### src/design/lpvc_defs.svh
/*
 * Offsets, field positions, reset values and widths of the low power
 * voltage control block.
 * Assumes inclusion by bare name from the package and from the design files.
 */
`ifndef LPVC_DEFS_SVH
`define LPVC_DEFS_SVH

// ****************************************************************
// Bus geometry
// ****************************************************************
`define LPVC_AXI_AW          8
`define LPVC_RESP_OKAY       2'h0
`define LPVC_RESP_SLVERR     2'h2

// ****************************************************************
// Register byte offsets
// ****************************************************************
`define LPVC_OFF_CTRL        8'h00
`define LPVC_OFF_WAKE_FLAGS  8'h04
`define LPVC_OFF_WAKE_EN     8'h08
`define LPVC_OFF_IRQ_STAT    8'h10
`define LPVC_OFF_IRQ_MASK    8'h14
`define LPVC_OFF_MON_STAT    8'h18
`define LPVC_OFF_RAM_SD      8'h40

// ****************************************************************
// Control register fields
// ****************************************************************
`define LPVC_B_VDDIO_POR_DIS 25
`define LPVC_B_VCORE_SVM_DIS 20
`define LPVC_B_VCORE_POR_DIS 12
`define LPVC_B_BANDGAP_PD    11
`define LPVC_B_QUICK_WAKE    10
`define LPVC_B_RETREG_EN     8
`define LPVC_B_DET_BYPASS    6
`define LPVC_B_VRANGE_HI     5
`define LPVC_B_VRANGE_LO     4
`define LPVC_B_RAMRET_HI     3
`define LPVC_B_RAMRET_LO     0
`define LPVC_RST_VCORE_POR_DIS 1'b1
`define LPVC_RST_BANDGAP_PD  1'b1
`define LPVC_RST_RETREG_EN   1'b1
`define LPVC_VRANGE_RSVD     2'h3

// ****************************************************************
// Widths and interrupt status bits
// ****************************************************************
`define LPVC_WAKE_W          14
`define LPVC_RAM_BANKS       4
`define LPVC_IRQ_W           4
`define LPVC_IRQ_CORE        0
`define LPVC_IRQ_IO          1
`define LPVC_IRQ_PFAIL       2
`define LPVC_IRQ_WAKE        3

`endif

### src/design/lpvc_pkg.sv
/*
 * Types of the low power voltage control block: bus carriers,
 * configuration, outputs and module state.
 * Assumes lpvc_defs.svh on the include path.
 */
`include "lpvc_defs.svh"

package lpvc_pkg;

	typedef logic [`LPVC_AXI_AW-1:0] lpvc_addr_t;

	// Core voltage and internal clock pairs; code 3 is never stored
	typedef enum logic [1:0] {
		LPVC_V0P9_24M = 2'h0,
		LPVC_V1P0_48M = 2'h1,
		LPVC_V1P1_96M = 2'h2
	} lpvc_vrange_e;

	typedef struct packed {
		logic       awvalid;
		lpvc_addr_t awaddr;
		logic       wvalid;
		logic [31:0] wdata;
		logic [3:0] wstrb;
		logic       bready;
		logic       arvalid;
		lpvc_addr_t araddr;
		logic       rready;
	} lpvc_axil_req_s;

	typedef struct packed {
		logic        awready;
		logic        wready;
		logic        bvalid;
		logic [1:0]  bresp;
		logic        arready;
		logic        rvalid;
		logic [31:0] rdata;
		logic [1:0]  rresp;
	} lpvc_axil_rsp_s;

	typedef struct packed {
		logic        valid;
		lpvc_addr_t  addr;
		logic [31:0] data;
		logic [3:0]  strb;
	} lpvc_wr_s;

	typedef struct packed {
		lpvc_axil_rsp_s rsp;
		lpvc_addr_t     awaddr;
		logic [31:0]    wdata;
		logic [3:0]     wstrb;
		logic           aw_full;
		logic           w_full;
	} lpvc_axs_state_s;

	typedef struct packed {
		logic                       vddio_por_dis;
		logic                       vcore_svm_dis;
		logic                       vcore_por_dis;
		logic                       bandgap_sleep_power_down;
		logic                       quick_wake_select;
		logic                       retreg_en;
		logic                       det_bypass;
		lpvc_vrange_e               vrange;
		logic [`LPVC_RAM_BANKS-1:0] ramret;
	} lpvc_ctrl_s;

	typedef struct packed {
		logic                       core_domain_reset;
		logic                       io_domain_reset;
		logic                       device_por;
		logic                       core_por_gated;
		logic                       bandgap_off;
		logic                       ro_warmup_skip;
		logic                       short_warmup;
		logic                       retention_reg_on;
		logic                       vdd_retention_on;
		logic                       ext_detect_bypass;
		lpvc_vrange_e               core_vrange;
		logic [`LPVC_RAM_BANKS-1:0] ram_retain;
		logic [`LPVC_RAM_BANKS-1:0] ram_shutdown;
	} lpvc_out_s;

	typedef struct packed {
		lpvc_ctrl_s                 ctrl;
		logic [`LPVC_WAKE_W-1:0]    wake_flags;
		logic [`LPVC_WAKE_W-1:0]    wake_en;
		logic [`LPVC_RAM_BANKS-1:0] ram_sd;
		logic [`LPVC_IRQ_W-1:0]     irq_stat;
		logic [`LPVC_IRQ_W-1:0]     irq_mask;
		lpvc_out_s                  pwr;
		logic                       irq;
	} lpvc_state_s;

endpackage

### src/design/lpvc_axil_slave.sv
/*
 * AXI4-Lite slave front end: takes write address and data in either
 * order, hands one write at a time to the register file, answers reads
 * one cycle after the address is taken.
 * Assumes the register file decodes addresses and applies the write
 * pulse on the same edge that raises bvalid.
 */
`timescale 1ns/1ns
`default_nettype none
`include "lpvc_defs.svh"

module lpvc_axil_slave (
	input  wire logic                    aclk,
	input  wire logic                    aresetn,
	input  wire lpvc_pkg::lpvc_axil_req_s axi_req,
	output wire lpvc_pkg::lpvc_axil_rsp_s axi_rsp,
	output var  lpvc_pkg::lpvc_wr_s      wr,
	input  wire logic                    wr_hit,
	output wire lpvc_pkg::lpvc_addr_t    rd_addr,
	input  wire logic [31:0]             rd_data,
	input  wire logic                    rd_hit
);

	localparam lpvc_pkg::lpvc_axs_state_s RST = '{
		rsp: '{awready: 1'b1, wready: 1'b1, arready: 1'b1, default: '0},
		default: '0
	};

	lpvc_pkg::lpvc_axs_state_s q;
	lpvc_pkg::lpvc_axs_state_s next_q;

	assign axi_rsp = q.rsp;
	assign rd_addr = axi_req.araddr;

	always_comb begin
		next_q = q;
		wr = '{valid: 1'b0, addr: q.awaddr, data: q.wdata, strb: q.wstrb};
		if (axi_req.awvalid && q.rsp.awready) begin
			next_q.awaddr      = axi_req.awaddr;
			next_q.aw_full     = 1'b1;
			next_q.rsp.awready = 1'b0;
		end
		if (axi_req.wvalid && q.rsp.wready) begin
			next_q.wdata      = axi_req.wdata;
			next_q.wstrb      = axi_req.wstrb;
			next_q.w_full     = 1'b1;
			next_q.rsp.wready = 1'b0;
		end
		// Only one write outstanding: wait for the response to drain
		if (q.aw_full && q.w_full && !q.rsp.bvalid) begin
			wr.valid           = wr_hit;
			next_q.rsp.bvalid  = 1'b1;
			next_q.rsp.bresp   = wr_hit ? `LPVC_RESP_OKAY : `LPVC_RESP_SLVERR;
			next_q.aw_full     = 1'b0;
			next_q.w_full      = 1'b0;
			next_q.rsp.awready = 1'b1;
			next_q.rsp.wready  = 1'b1;
		end
		if (q.rsp.bvalid && axi_req.bready) begin
			next_q.rsp.bvalid = 1'b0;
		end
		if (axi_req.arvalid && q.rsp.arready) begin
			next_q.rsp.rvalid  = 1'b1;
			next_q.rsp.arready = 1'b0;
			next_q.rsp.rdata   = rd_hit ? rd_data : 32'h0000_0000;
			next_q.rsp.rresp   = rd_hit ? `LPVC_RESP_OKAY : `LPVC_RESP_SLVERR;
		end
		if (q.rsp.rvalid && axi_req.rready) begin
			next_q.rsp.rvalid  = 1'b0;
			next_q.rsp.arready = 1'b1;
		end
	end

	always_ff @(posedge aclk) begin
		if (!aresetn) begin
			q <= RST;
		end else begin
			q <= next_q;
		end
	end

endmodule

`default_nettype wire

### src/design/lpvc_top.sv
/*
 * Low power voltage control: supply monitor gating, domain resets,
 * power fail warning interrupt, deep low power and backup state controls,
 * core voltage range and RAM bank retention and shutdown selection.
 * Assumes supply monitor trips and state indications arrive synchronous
 * to aclk; a reset here stands for the power-on reset of the block.
 */
// Register access over AXI4-Lite is this design's own decision.
`timescale 1ns/1ns
`default_nettype none
`include "lpvc_defs.svh"

module lpvc_top (
	input  wire logic                         aclk,
	input  wire logic                         aresetn,
	input  wire lpvc_pkg::lpvc_axil_req_s     axi_req,
	output wire lpvc_pkg::lpvc_axil_rsp_s     axi_rsp,
	input  wire logic                         vcore_svm_trip,
	input  wire logic                         vddio_por_trip,
	input  wire logic                         vcore_pfail_trip,
	input  wire logic                         core_por_req,
	input  wire logic                         deep_low_power_state,
	input  wire logic                         backup_state,
	input  wire logic [`LPVC_WAKE_W-1:0]      gpio_wake_event,
	output wire lpvc_pkg::lpvc_out_s          pwr,
	output wire logic                         irq
);

	// ****************************************************************
	// Reset state
	// ****************************************************************
	localparam lpvc_pkg::lpvc_ctrl_s CTRL_RST = '{
		vcore_por_dis: `LPVC_RST_VCORE_POR_DIS,
		bandgap_sleep_power_down: `LPVC_RST_BANDGAP_PD,
		retreg_en: `LPVC_RST_RETREG_EN,
		vrange: lpvc_pkg::LPVC_V1P1_96M,
		default: '0
	};
	localparam lpvc_pkg::lpvc_state_s RST = '{
		ctrl: CTRL_RST,
		pwr: '{core_vrange: lpvc_pkg::LPVC_V1P1_96M, default: '0},
		default: '0
	};

	lpvc_pkg::lpvc_state_s q;
	lpvc_pkg::lpvc_state_s next_q;
	lpvc_pkg::lpvc_wr_s    wr;
	lpvc_pkg::lpvc_addr_t  rd_addr;
	logic [31:0]           rd_data;
	logic                  rd_hit;
	logic                  wr_hit;

	assign pwr = q.pwr;
	assign irq = q.irq;

	// ****************************************************************
	// Register access helpers
	// ****************************************************************
	function automatic logic hit(input lpvc_pkg::lpvc_addr_t a);
		logic h;
		unique case (a)
			`LPVC_OFF_CTRL, `LPVC_OFF_WAKE_FLAGS, `LPVC_OFF_WAKE_EN,
			`LPVC_OFF_IRQ_STAT, `LPVC_OFF_IRQ_MASK, `LPVC_OFF_MON_STAT,
			`LPVC_OFF_RAM_SD: h = 1'b1;
			default: h = 1'b0;
		endcase
		return h;
	endfunction

	// Reserved bits read as zero
	function automatic logic [31:0] ctrl_word(input lpvc_pkg::lpvc_ctrl_s c);
		logic [31:0] w;
		w = 32'h0000_0000;
		w[`LPVC_B_VDDIO_POR_DIS] = c.vddio_por_dis;
		w[`LPVC_B_VCORE_SVM_DIS] = c.vcore_svm_dis;
		w[`LPVC_B_VCORE_POR_DIS] = c.vcore_por_dis;
		w[`LPVC_B_BANDGAP_PD] = c.bandgap_sleep_power_down;
		w[`LPVC_B_QUICK_WAKE] = c.quick_wake_select;
		w[`LPVC_B_RETREG_EN] = c.retreg_en;
		w[`LPVC_B_DET_BYPASS] = c.det_bypass;
		w[`LPVC_B_VRANGE_HI:`LPVC_B_VRANGE_LO] = c.vrange;
		w[`LPVC_B_RAMRET_HI:`LPVC_B_RAMRET_LO] = c.ramret;
		return w;
	endfunction

	function automatic logic [31:0] rd_reg(input lpvc_pkg::lpvc_addr_t a,
			input lpvc_pkg::lpvc_state_s s);
		logic [31:0] w;
		w = 32'h0000_0000;
		unique case (a)
			`LPVC_OFF_CTRL: w = ctrl_word(s.ctrl);
			`LPVC_OFF_WAKE_FLAGS: w[`LPVC_WAKE_W-1:0] = s.wake_flags;
			`LPVC_OFF_WAKE_EN: w[`LPVC_WAKE_W-1:0] = s.wake_en;
			`LPVC_OFF_IRQ_STAT: w[`LPVC_IRQ_W-1:0] = s.irq_stat;
			`LPVC_OFF_IRQ_MASK: w[`LPVC_IRQ_W-1:0] = s.irq_mask;
			`LPVC_OFF_MON_STAT: begin
				w[`LPVC_IRQ_CORE] = s.pwr.core_domain_reset;
				w[`LPVC_IRQ_IO] = s.pwr.io_domain_reset;
				w[`LPVC_IRQ_PFAIL] = s.pwr.device_por;
			end
			`LPVC_OFF_RAM_SD: w[`LPVC_RAM_BANKS-1:0] = s.ram_sd;
			default: w = 32'h0000_0000;
		endcase
		return w;
	endfunction

	assign wr_hit  = hit(wr.addr);
	assign rd_hit  = hit(rd_addr);
	assign rd_data = rd_reg(rd_addr, q);

	lpvc_axil_slave u_bus (
		.aclk    (aclk),
		.aresetn (aresetn),
		.axi_req (axi_req),
		.axi_rsp (axi_rsp),
		.wr      (wr),
		.wr_hit  (wr_hit),
		.rd_addr (rd_addr),
		.rd_data (rd_data),
		.rd_hit  (rd_hit)
	);

	// ****************************************************************
	// Next state
	// ****************************************************************
	logic [31:0]            wmask;
	logic [31:0]            merged;
	logic [31:0]            w1c;
	logic [`LPVC_IRQ_W-1:0] evt;
	logic                   sleep_any;

	genvar gi;
	generate
		for (gi = 0; gi < 4; gi++) begin : g_lane
			assign wmask[gi*8 +: 8] = {8{wr.strb[gi]}};
		end
	endgenerate

	assign merged    = (rd_reg(wr.addr, q) & ~wmask) | (wr.data & wmask);
	assign w1c       = wr.data & wmask;
	assign sleep_any = deep_low_power_state || backup_state;

	always_comb begin
		next_q = q;
		if (wr.valid) begin
			unique case (wr.addr)
				`LPVC_OFF_CTRL: begin
					next_q.ctrl.vddio_por_dis = merged[`LPVC_B_VDDIO_POR_DIS];
					next_q.ctrl.vcore_svm_dis = merged[`LPVC_B_VCORE_SVM_DIS];
					next_q.ctrl.vcore_por_dis = merged[`LPVC_B_VCORE_POR_DIS];
					next_q.ctrl.bandgap_sleep_power_down = merged[`LPVC_B_BANDGAP_PD];
					next_q.ctrl.quick_wake_select = merged[`LPVC_B_QUICK_WAKE];
					next_q.ctrl.retreg_en = merged[`LPVC_B_RETREG_EN];
					next_q.ctrl.det_bypass = merged[`LPVC_B_DET_BYPASS];
					next_q.ctrl.ramret = merged[`LPVC_B_RAMRET_HI:`LPVC_B_RAMRET_LO];
					// Reserved range code would leave the regulator undefined
					if (merged[`LPVC_B_VRANGE_HI:`LPVC_B_VRANGE_LO] != `LPVC_VRANGE_RSVD) begin
						next_q.ctrl.vrange = lpvc_pkg::lpvc_vrange_e'(
							merged[`LPVC_B_VRANGE_HI:`LPVC_B_VRANGE_LO]);
					end
				end
				`LPVC_OFF_WAKE_FLAGS: next_q.wake_flags = q.wake_flags & ~w1c[`LPVC_WAKE_W-1:0];
				`LPVC_OFF_WAKE_EN: next_q.wake_en = merged[`LPVC_WAKE_W-1:0];
				`LPVC_OFF_IRQ_STAT: next_q.irq_stat = q.irq_stat & ~w1c[`LPVC_IRQ_W-1:0];
				`LPVC_OFF_IRQ_MASK: next_q.irq_mask = merged[`LPVC_IRQ_W-1:0];
				`LPVC_OFF_RAM_SD: next_q.ram_sd = merged[`LPVC_RAM_BANKS-1:0];
				default: next_q.ram_sd = q.ram_sd;
			endcase
		end
		// Events are applied after the clear, so a set in the same cycle wins
		evt = '0;
		evt[`LPVC_IRQ_CORE] = vcore_svm_trip && !q.ctrl.vcore_svm_dis;
		evt[`LPVC_IRQ_IO] = vddio_por_trip && !q.ctrl.vddio_por_dis;
		evt[`LPVC_IRQ_PFAIL] = vcore_pfail_trip && !q.ctrl.vcore_svm_dis;
		evt[`LPVC_IRQ_WAKE] = |(gpio_wake_event & q.wake_en);
		next_q.irq_stat = next_q.irq_stat | evt;
		next_q.wake_flags = next_q.wake_flags | gpio_wake_event;
		next_q.irq = |(next_q.irq_stat & next_q.irq_mask);

		// Monitor actions use the current enables
		next_q.pwr.core_domain_reset = evt[`LPVC_IRQ_CORE];
		next_q.pwr.io_domain_reset = evt[`LPVC_IRQ_IO];
		next_q.pwr.device_por = evt[`LPVC_IRQ_PFAIL];
		// Configuration outputs follow the newly written value, one cycle on
		next_q.pwr.core_por_gated = core_por_req
			&& !(next_q.ctrl.vcore_por_dis && sleep_any);
		next_q.pwr.bandgap_off = next_q.ctrl.bandgap_sleep_power_down && sleep_any;
		next_q.pwr.ro_warmup_skip = next_q.ctrl.quick_wake_select;
		next_q.pwr.short_warmup = next_q.ctrl.quick_wake_select;
		next_q.pwr.retention_reg_on = next_q.ctrl.retreg_en && backup_state;
		next_q.pwr.vdd_retention_on = !next_q.ctrl.retreg_en && backup_state;
		next_q.pwr.ext_detect_bypass = next_q.ctrl.det_bypass;
		next_q.pwr.core_vrange = next_q.ctrl.vrange;
		next_q.pwr.ram_retain = next_q.ctrl.ramret;
		next_q.pwr.ram_shutdown = next_q.ram_sd;
	end

	always_ff @(posedge aclk) begin
		if (!aresetn) begin
			q <= RST;
		end else begin
			q <= next_q;
		end
	end

	logic [1:0] wr_vrange;
	logic       ctrl_wr;
	assign wr_vrange = wr.data[`LPVC_B_VRANGE_HI:`LPVC_B_VRANGE_LO];
	assign ctrl_wr   = wr.valid && (wr.addr == `LPVC_OFF_CTRL) && wr.strb[0];

	// ****************************************************************
	// Configuration checks
	// ****************************************************************
	// Quick wake bit sits in byte lane one
	logic ctrl_wr_b1;
	assign ctrl_wr_b1 = wr.valid && (wr.addr == `LPVC_OFF_CTRL) && wr.strb[1];
endmodule

`default_nettype wire

### config.mk
export PLATFORM = sky130hd
export DESIGN_NAME = lpvc_top
export DESIGN_NICKNAME = d
export VERILOG_FILES = /design/src/design/lpvc_pkg.sv /design/src/design/lpvc_axil_slave.sv /design/src/design/lpvc_top.sv
export VERILOG_INCLUDE_DIRS = /design/src /design/src/design
export SDC_FILE = /design/constraint.sdc
export NUM_CORES = 1
export LEC_CHECK = 0
export ABC_AREA = 1
export BUFFER_PORTS_ARGS = -buffer_cell sky130_fd_sc_hd__buf_2
export CORE_MARGIN = 4
export CORE_UTILIZATION = 55
export DETAILED_ROUTE_END_ITERATION = 10
export GPL_TIMING_DRIVEN = 0
export PLACE_DENSITY = 0.79
export SKIP_LAST_GASP = 1
export SYNTH_ARGS = -nofsm -noshare
export SYNTH_HDL_FRONTEND = slang
export SYNTH_HIERARCHICAL = 1
export SYNTH_SLANG_ARGS = --single-unit
export TNS_END_PERCENT = 5
### constraint.sdc
create_clock -name aclk -period 2.49 [get_ports aclk]
set_clock_uncertainty 0.1 [all_clocks]
set_input_delay 0.249 -clock aclk [delete_from_list [all_inputs] [get_ports aclk]]
set_output_delay 0.249 -clock aclk [all_outputs]
set_load 0.02 [all_outputs]
==> results.md, run 1 <==
- Status: finished with violations
- Failing checks: setup timing
- Wire per inst: 14.4 um
- Worst-Margin Slew: 0.853 ns
- P_int: 4300 uW
- Core Util, Final: 74.2%
- RSZ-0062 raised after global routing: yes
- DR iter-0 viols: 823
- Maxcap violations: 0
- Total grt overflow: 0
- Synth Warn #: 6
- Worst path max stage delay: 0.39 ns
- Clk_lat worst skew: 0.42 ns
- Post-synthesis average cell area: 6.78 um2
- Htree depth: 4
- Clk sinks: 130
- Required time of the critical path: 2.74 ns
- CTS root buffer: clkbuf_16
- Maximum root-to-sink buffer count: 2
- Largest net degree at the start of global routing: 17
- Max VDD drop: 491 uV
- Final Setup Violations: 1
- Post-DP HPWL: 14.2 mm
- GP Congestion: 0.969
- Die span in y: 122 um
- Worst hold path class: in -> reg
- Antenna violations before repair: 0
- Starting Density: 56.2%
- Global-route wire length before repair: 32.1 mm
- Power, Total: 5810 uW
- Net count of the finished layout: 1342
- First drt pass iteration count: 6
- Worst slew margin: 43.2%
- Area delta synth->final: 32.1%
- Lkg Pwr: 0.00478 uW
- Number of global-route vias before repair: 6421
- Diodes inserted: 0
- Die area: 14800 um2
- Crit path launch type: flop
- Flop pwr share: 38.9%
- PD cells: 621 nW/um2
- Final wirelength: 20.9 mm
- Row cnt: 41
- Clock power share: 44.8%
- Synth Cell Area: 7090 um2
- Fin crit share: 102%
- Width of the chip: 122 um
- PortBufs: 114
- Mapped Cells: 1046
- Crit path capture type: flop
- Psw: 1510 uW
- Crit-path leading delay family: simple AND/OR/NAND/NOR gates
- Switching fraction of total power: 25.9%
- CTS tree: done
- Worst path slowest cell: dfxtp_2
- Crit-path max FO: 6
- Max-slew violation count: 0
- Fin. Hold Viols: 0
- Layout cell share with drive strength beyond 1: 29.9%
- Critical-path cell list: nor2_4, nand2_4, inv_4, nand2_4, inv_4, nor3_4, nand4_1, nand4_1, inv_2, buf_4, nand3_2, inv_2, nand3_1, nand3_1, nand2_1, nor2_1, nor2_1
- Tmin final: 2.53 ns
- Post-detailed-route count of antenna-violating nets: 0
- Comb power frac: 16.3%
- Vias/cell: 4.99
- Crit path buf inv count: 5
- Core area: 12600 um2
- CP Data Arrival Time: 2.78 ns
- Tot GR Track Use: 27.6%
- Num ports: 141
- Clk pin slew, worst setup/hold paths: 0.05 ns
- Setup WS post-layout: -0.0415 ns
- Category of the most critical setup path: reg -> reg
- Placed cells: 1348
- Post-Layout Cell Count: 1448
- TritonCTS buffer count: 17
- Drc violations: 0
- Routed vias: 7227
- F_max: 0.395 GHz
[final timing paths]
check        cells after the start  slack [ns]                              to                      startpoint
max                             17       -0.04                  irq$_SDFF_PN0_       u_bus/wr[43]$_SDFFE_PN0P_
min                              3       0.004       u_bus/wr[39]$_SDFFE_PN0P_                     axi_req[51]
max reg2reg                     17       -0.04                  irq$_SDFF_PN0_       u_bus/wr[43]$_SDFFE_PN0P_
min reg2reg                      2        0.36  u_bus/axi_rsp[33]$_SDFFE_PN0P_  u_bus/axi_rsp[33]$_SDFFE_PN0P_
[sequential cells by signal, summed over array words and instances (netlist names)]
| register | count |
|---|---|
| u_bus/axi_rsp | 39 |
| u_bus/wr | 28 |
| irq | 1 |
| pwr | 19 |
| u_bus/q | 2 |
| q | 41 |
[metal layers]
layer  wire (um)  share of wire, %  up-vias  global-route usage [%]
met5           0                 0        -                       0
met4         592               2.8        0                    10.6
met3        1900               9.1       64                    6.01
met2        9740                47      385                    44.8
met1        8650                41     3177                    36.1
li1            -                 -     3601                       -
[through the flow]
| step | instance area (um2) | setup slack (ns) | hold slack [ns] | setup TNS [ns] |
|---|---|---|---|---|
| 5_1_grt | 9370 | -0.120 | 0.00693 | -1.23 |
| 4_1_cts | 9060 | -0.0379 | 0.000119 | -0.152 |
| 6_report | 9370 | -0.0415 | 0.00432 | -0.0415 |
| 2_1_floorplan | 7150 | 0.217 | 0.270 | 0 |
| 3_3_place_gp | 7930 | -0.533 | 0.338 | -11.06 |
| 3_5_place_dp | 7930 | -0.610 | 0.347 | -13.37 |
[cell usage in the layout, fill, tap and decap left out, types with 3 or more instances in the layout]
cell,n
nand3_1,38
bufinv_16,3
o22ai_1,9
o31ai_4,3
buf_2,122
buf_8,5
conb_1,18
buf_4,136
o21ai_0,55
clkinv_2,6
nor2_2,5
o221ai_1,4
dlygate4sd3_1,35
inv_2,10
o21ai_2,5
nor2_4,11
dfxtp_2,8
o211ai_1,9
nand2_4,4
nand2_1,238
o31ai_2,7
o21ai_1,14
clkbuf_1,10
buf_6,9
nor3_1,7
inv_4,4
clkbuf_16,17
a21oi_1,57
dfxtp_1,122
inv_1,120
o31ai_1,3
nand2_2,10
nor2_1,143
clkbuf_8,5
[layout make-up]
cell class / instances / area [um2]
tap: 172 / 215
clock inverter: 10 / 129
sequential: 130 / 2610
fill: 993 / 3250
inverter: 137 / 536
buffer: 130 / 987
multi-input combinational: 657 / 3160
clock buffer: 22 / 494
timing repair buffer: 190 / 1240
[worst register-to-register path: stages, from the launching register on]
cell and delay (ns):
dfxtp_2 0.39, nor2_4 0.06, nand2_4 0.11, inv_4 0.06
nand2_4 0.12, inv_4 0.05, nor3_4 0.24, nand4_1 0.18
nand4_1 0.18, inv_2 0.08, buf_4 0.18, nand3_2 0.13
inv_2 0.07, nand3_1 0.14, nand3_1 0.11, nand2_1 0.09
nor2_1 0.04, nor2_1 0.11
[power groups by stage]
| stage | Sequential (uW) | Combinational [uW] | Clock [uW] |
|---|---|---|---|
| after floorplan | 2270 | 583 | 0 |
| after global placement | 2280 | 768 | 0 |
| after detailed placement | 2280 | 780 | 0 |
| after CTS | 2240 | 862 | 2620 |
| after global routing | 2270 | 1030 | 2710 |
| final | 2260 | 945 | 2610 |
[timing repair]
action / in CTS / in global routing
resized for setup: 16 / 45
hold endpoints to repair: 35 / 0
pin swaps: 7 / 23
endpoints found under the setup margin: 54 / 50
gates cloned: 0 / 0
hold buffers: 35 / 0
setup buffers: 15 / 26
No activity file was read; power rests on OpenSTA's default activity.
==> run 2: changes to the inputs <==
--- a/config.mk
+++ b/config.mk
@@ -6,13 +6,13 @@
 export SDC_FILE = /design/constraint.sdc
 export NUM_CORES = 1
 export LEC_CHECK = 0
-export ABC_AREA = 1
 export BUFFER_PORTS_ARGS = -buffer_cell sky130_fd_sc_hd__buf_2
 export CORE_MARGIN = 4
 export CORE_UTILIZATION = 55
 export DETAILED_ROUTE_END_ITERATION = 10
 export GPL_TIMING_DRIVEN = 0
 export PLACE_DENSITY = 0.79
+export RECOVER_POWER = 50
 export SKIP_LAST_GASP = 1
 export SYNTH_ARGS = -nofsm -noshare
 export SYNTH_HDL_FRONTEND = slang
==> results.md, run 2 <==
- Status: finished with violations
- Failing checks: setup timing
- Width of the chip: 122 um (+0.56%)
- P_int: 4140 uW (-3.9%)
- Lkg Pwr: 0.00382 uW (-20%)
- Hold path cells: 3 (unchanged)
- Vias/cell: 5.41 (+8.4%)
- Setup TNS: -0.290 ns (-0.249 ns)
- Post-detailed-route count of antenna-violating nets: 0 (unchanged)
- Clk sinks: 130 (unchanged)
- Post-synthesis average cell area: 8.66 um2 (+28%)
- Crit path capture type: flop
- Setup WS post-layout: -0.0515 ns (-0.0100 ns)
- PortBufs: 112 (-1.8%)
- Maximum root-to-sink buffer count: 2 (unchanged)
- Starting Density: 56.6% (+0.44 points)
- Antenna violations before repair: 0 (unchanged)
- Register-to-Register Path Depth: 12 (-5)
- R2R Path Start: u_bus/wr[39]$_SDFFE_PN0P_
- Die area: 14900 um2 (+1.1%)
- Synth Warn #: 6 (unchanged)
- Footprint of the multi-input gates: 3450 um2 (+9.5%)
- Wire per inst: 16.8 um (+16%)
- Core area: 12700 um2 (+0.41%)
- Largest net degree at the start of global routing: 17 (unchanged)
- Crit-path max FO: 10 (+4)
- Tmin final: 2.54 ns (+0.0100 ns)
- Fillers: 1030 (+3.7%)
- Most frequent cells in the layout: dfxtp_1 (130), nand2_1 (122), buf_4 (105), buf_2 (98), clkbuf_1 (59)
- Psw: 1300 uW (-14%)
- Number of flip-flops in the largest register: 41 (unchanged)
- Worst Hold Slack: 0.00464 ns (+0.000327 ns)
- DR iter-0 viols: 852 (+3.5%)
- Num ports: 141 (unchanged)
- Synth Cell Area: 7170 um2 (+1.2%)
- Sequential cell area: 2600 um2 (-0.38%)
- F_max: 0.393 GHz (-0.39%)
- Drc violations: 0 (unchanged)
- Clock power share: 46.4% (+1.6 points)
- Crit path launch type: flop
- Most common cell after layout, fill and taps aside: dfxtp_1
- Die span in y: 122 um (+0.56%)
- Comb power frac: 13.2% (-3.1 points)
- PD cells: 604 nW/um2 (-2.6%)
- Layout cell share with drive strength beyond 1: 30.7% (+0.87 points)
- Net count of the finished layout: 1103 (-18%)
- GP Congestion: 0.982 (+1.4%)
- Category of the most critical setup path: reg -> reg
- Biggest register: q
- Final Setup Violations: 13 (+12)
- Total grt overflow: 0 (unchanged)
- Worst slew margin: 54.1% (+11 points)
- First drt pass iteration count: 10 (+4)
- Row cnt: 41 (unchanged)
- Flop pwr share: 40.4% (+1.5 points)
- Maxcap violations: 0 (unchanged)
- Tot GR Track Use: 27.8% (+0.16 points)
- Required time of the critical path: 2.68 ns (-0.06 ns)
- R2R setup slack: -0.05 ns (about the same)
- Worst r2r dst: pwr[15]$_SDFF_PN0_
- Diodes inserted: 0 (unchanged)
- Final wirelength: 20.2 mm (-3.2%)
- Global-route wire length before repair: 31.8 mm (-0.75%)
- TritonCTS buffer count: 17 (unchanged)
- Clk_lat worst skew: 0.43 ns (about the same)
- Area delta synth->final: 25.5%
- Worst-Margin Slew: 0.688 ns (-0.164 ns)
- Number of global-route vias before repair: 6121 (-4.7%)
- Clk pin slew, worst setup/hold paths: 0.06 ns (about the same)
- Fin crit share: 102% (+0.40 points)
- RSZ-0062 raised after global routing: yes
- Routed vias: 6531 (-9.6%)
- Post-DP HPWL: 14.4 mm (+1.1%)
- Mapped Cells: 828 (-21%)
- Switching fraction of total power: 24.0% (-2.0 points)
- Fin. Hold Viols: 0 (unchanged)
- Max VDD drop: 532 uV (+8.4%)
- Htree depth: 4 (unchanged)
- CTS tree: done
- CTS root buffer: clkbuf_16
- Hold Crit Start: axi_req[48]
- Hold endpoint: u_bus/wr[36]$_SDFFE_PN0P_
- Max-slew violation count: 0 (unchanged)
- Worst hold path class: in -> reg
- CP Data Arrival Time: 2.73 ns (-0.05 ns)
-- run 2: repair_timing --
action | CTS | global route
gates resized for setup | 10 | 5
hold endpoints to repair | 44 | 0
hold buffers | 43 | 0
buffers inserted | 5 | 2
endpoints found under the setup margin | 56 | 40
pin swaps | 4 | 1
-- run 2: cell type report --
type | count | area share, %
clock inverters | 5 | 1.11
multi-input cells | 548 | 38.4
plain buffers | 152 | 12.0
well taps | 172 | 2.39
flip-flops and latches | 130 | 28.9
clock buffers | 25 | 5.50
repair buffers | 162 | 11.2
inverters | 13 | 0.542
-- run 2: power groups by stage --
stage | logic (uW) | registers [uW] | clock network (uW)
4_1_cts | 710 | 2200 | 2550
5_1_grt | 779 | 2200 | 2630
2_1_floorplan | 469 | 2220 | 0
3_5_place_dp | 644 | 2240 | 0
3_3_place_gp | 640 | 2240 | 0
6_report | 718 | 2200 | 2530
-- run 2: per-stage QoR --
step                cell area (um2)  cells  setup slack, ns  utilization (%)  power, uW
finish                         9000   1207          -0.0515             71.1       5440
global route                   9000   1207           -0.162             71.1       5610
CTS                            9100   1205           0.0128             71.8       5460
detailed placement             8010   1128           -0.482             63.2       2880
global placement               8010   1128           -0.454             63.2       2880
floorplan                      7230    844           0.0453                -       2690
-- run 2: worst max path at each step --
stage	from	to	slack (ns)	cells after the start
global route	u_bus/wr[39]$_SDFFE_PN0P_	pwr[11]$_SDFF_PN0_	-0.16	12
global placement	u_bus/wr[40]$_SDFFE_PN0P_	pwr[5]$_SDFFE_PN0P_	-0.45	12
detailed placement	u_bus/wr[40]$_SDFFE_PN0P_	pwr[4]$_SDFFE_PN0P_	-0.48	12
CTS	u_bus/wr[39]$_SDFFE_PN0P_	pwr[16]$_SDFF_PN0_	0.01	12
finish	u_bus/wr[39]$_SDFFE_PN0P_	pwr[15]$_SDFF_PN0_	-0.05	12
floorplan	u_bus/wr[41]$_SDFFE_PN0P_	pwr[16]$_SDFF_PN0_	0.05	10
-- run 2: metal layers --
layer | wire length, um | vias to the layer above | track usage [%]
li1 | - | 3161 | -
met1 | 8330 | 2955 | 35.6
met2 | 9190 | 357 | 43.8
met3 | 2040 | 58 | 7.47
met4 | 651 | 0 | 12.7
met5 | 0 | - | 0
-- run 2: critical path, stage by stage, from the launching register on --
cell and delay (ns):
dfxtp_1 0.31, buf_4 0.13, buf_2 0.18, buf_4 0.21, a21oi_2 0.18, nor2_1 0.07, nor2_2 0.09, and2_4 0.20
nand3_1 0.12, nor2_4 0.32, nand2_1 0.17, o22ai_1 0.24, nor3_1 0.08
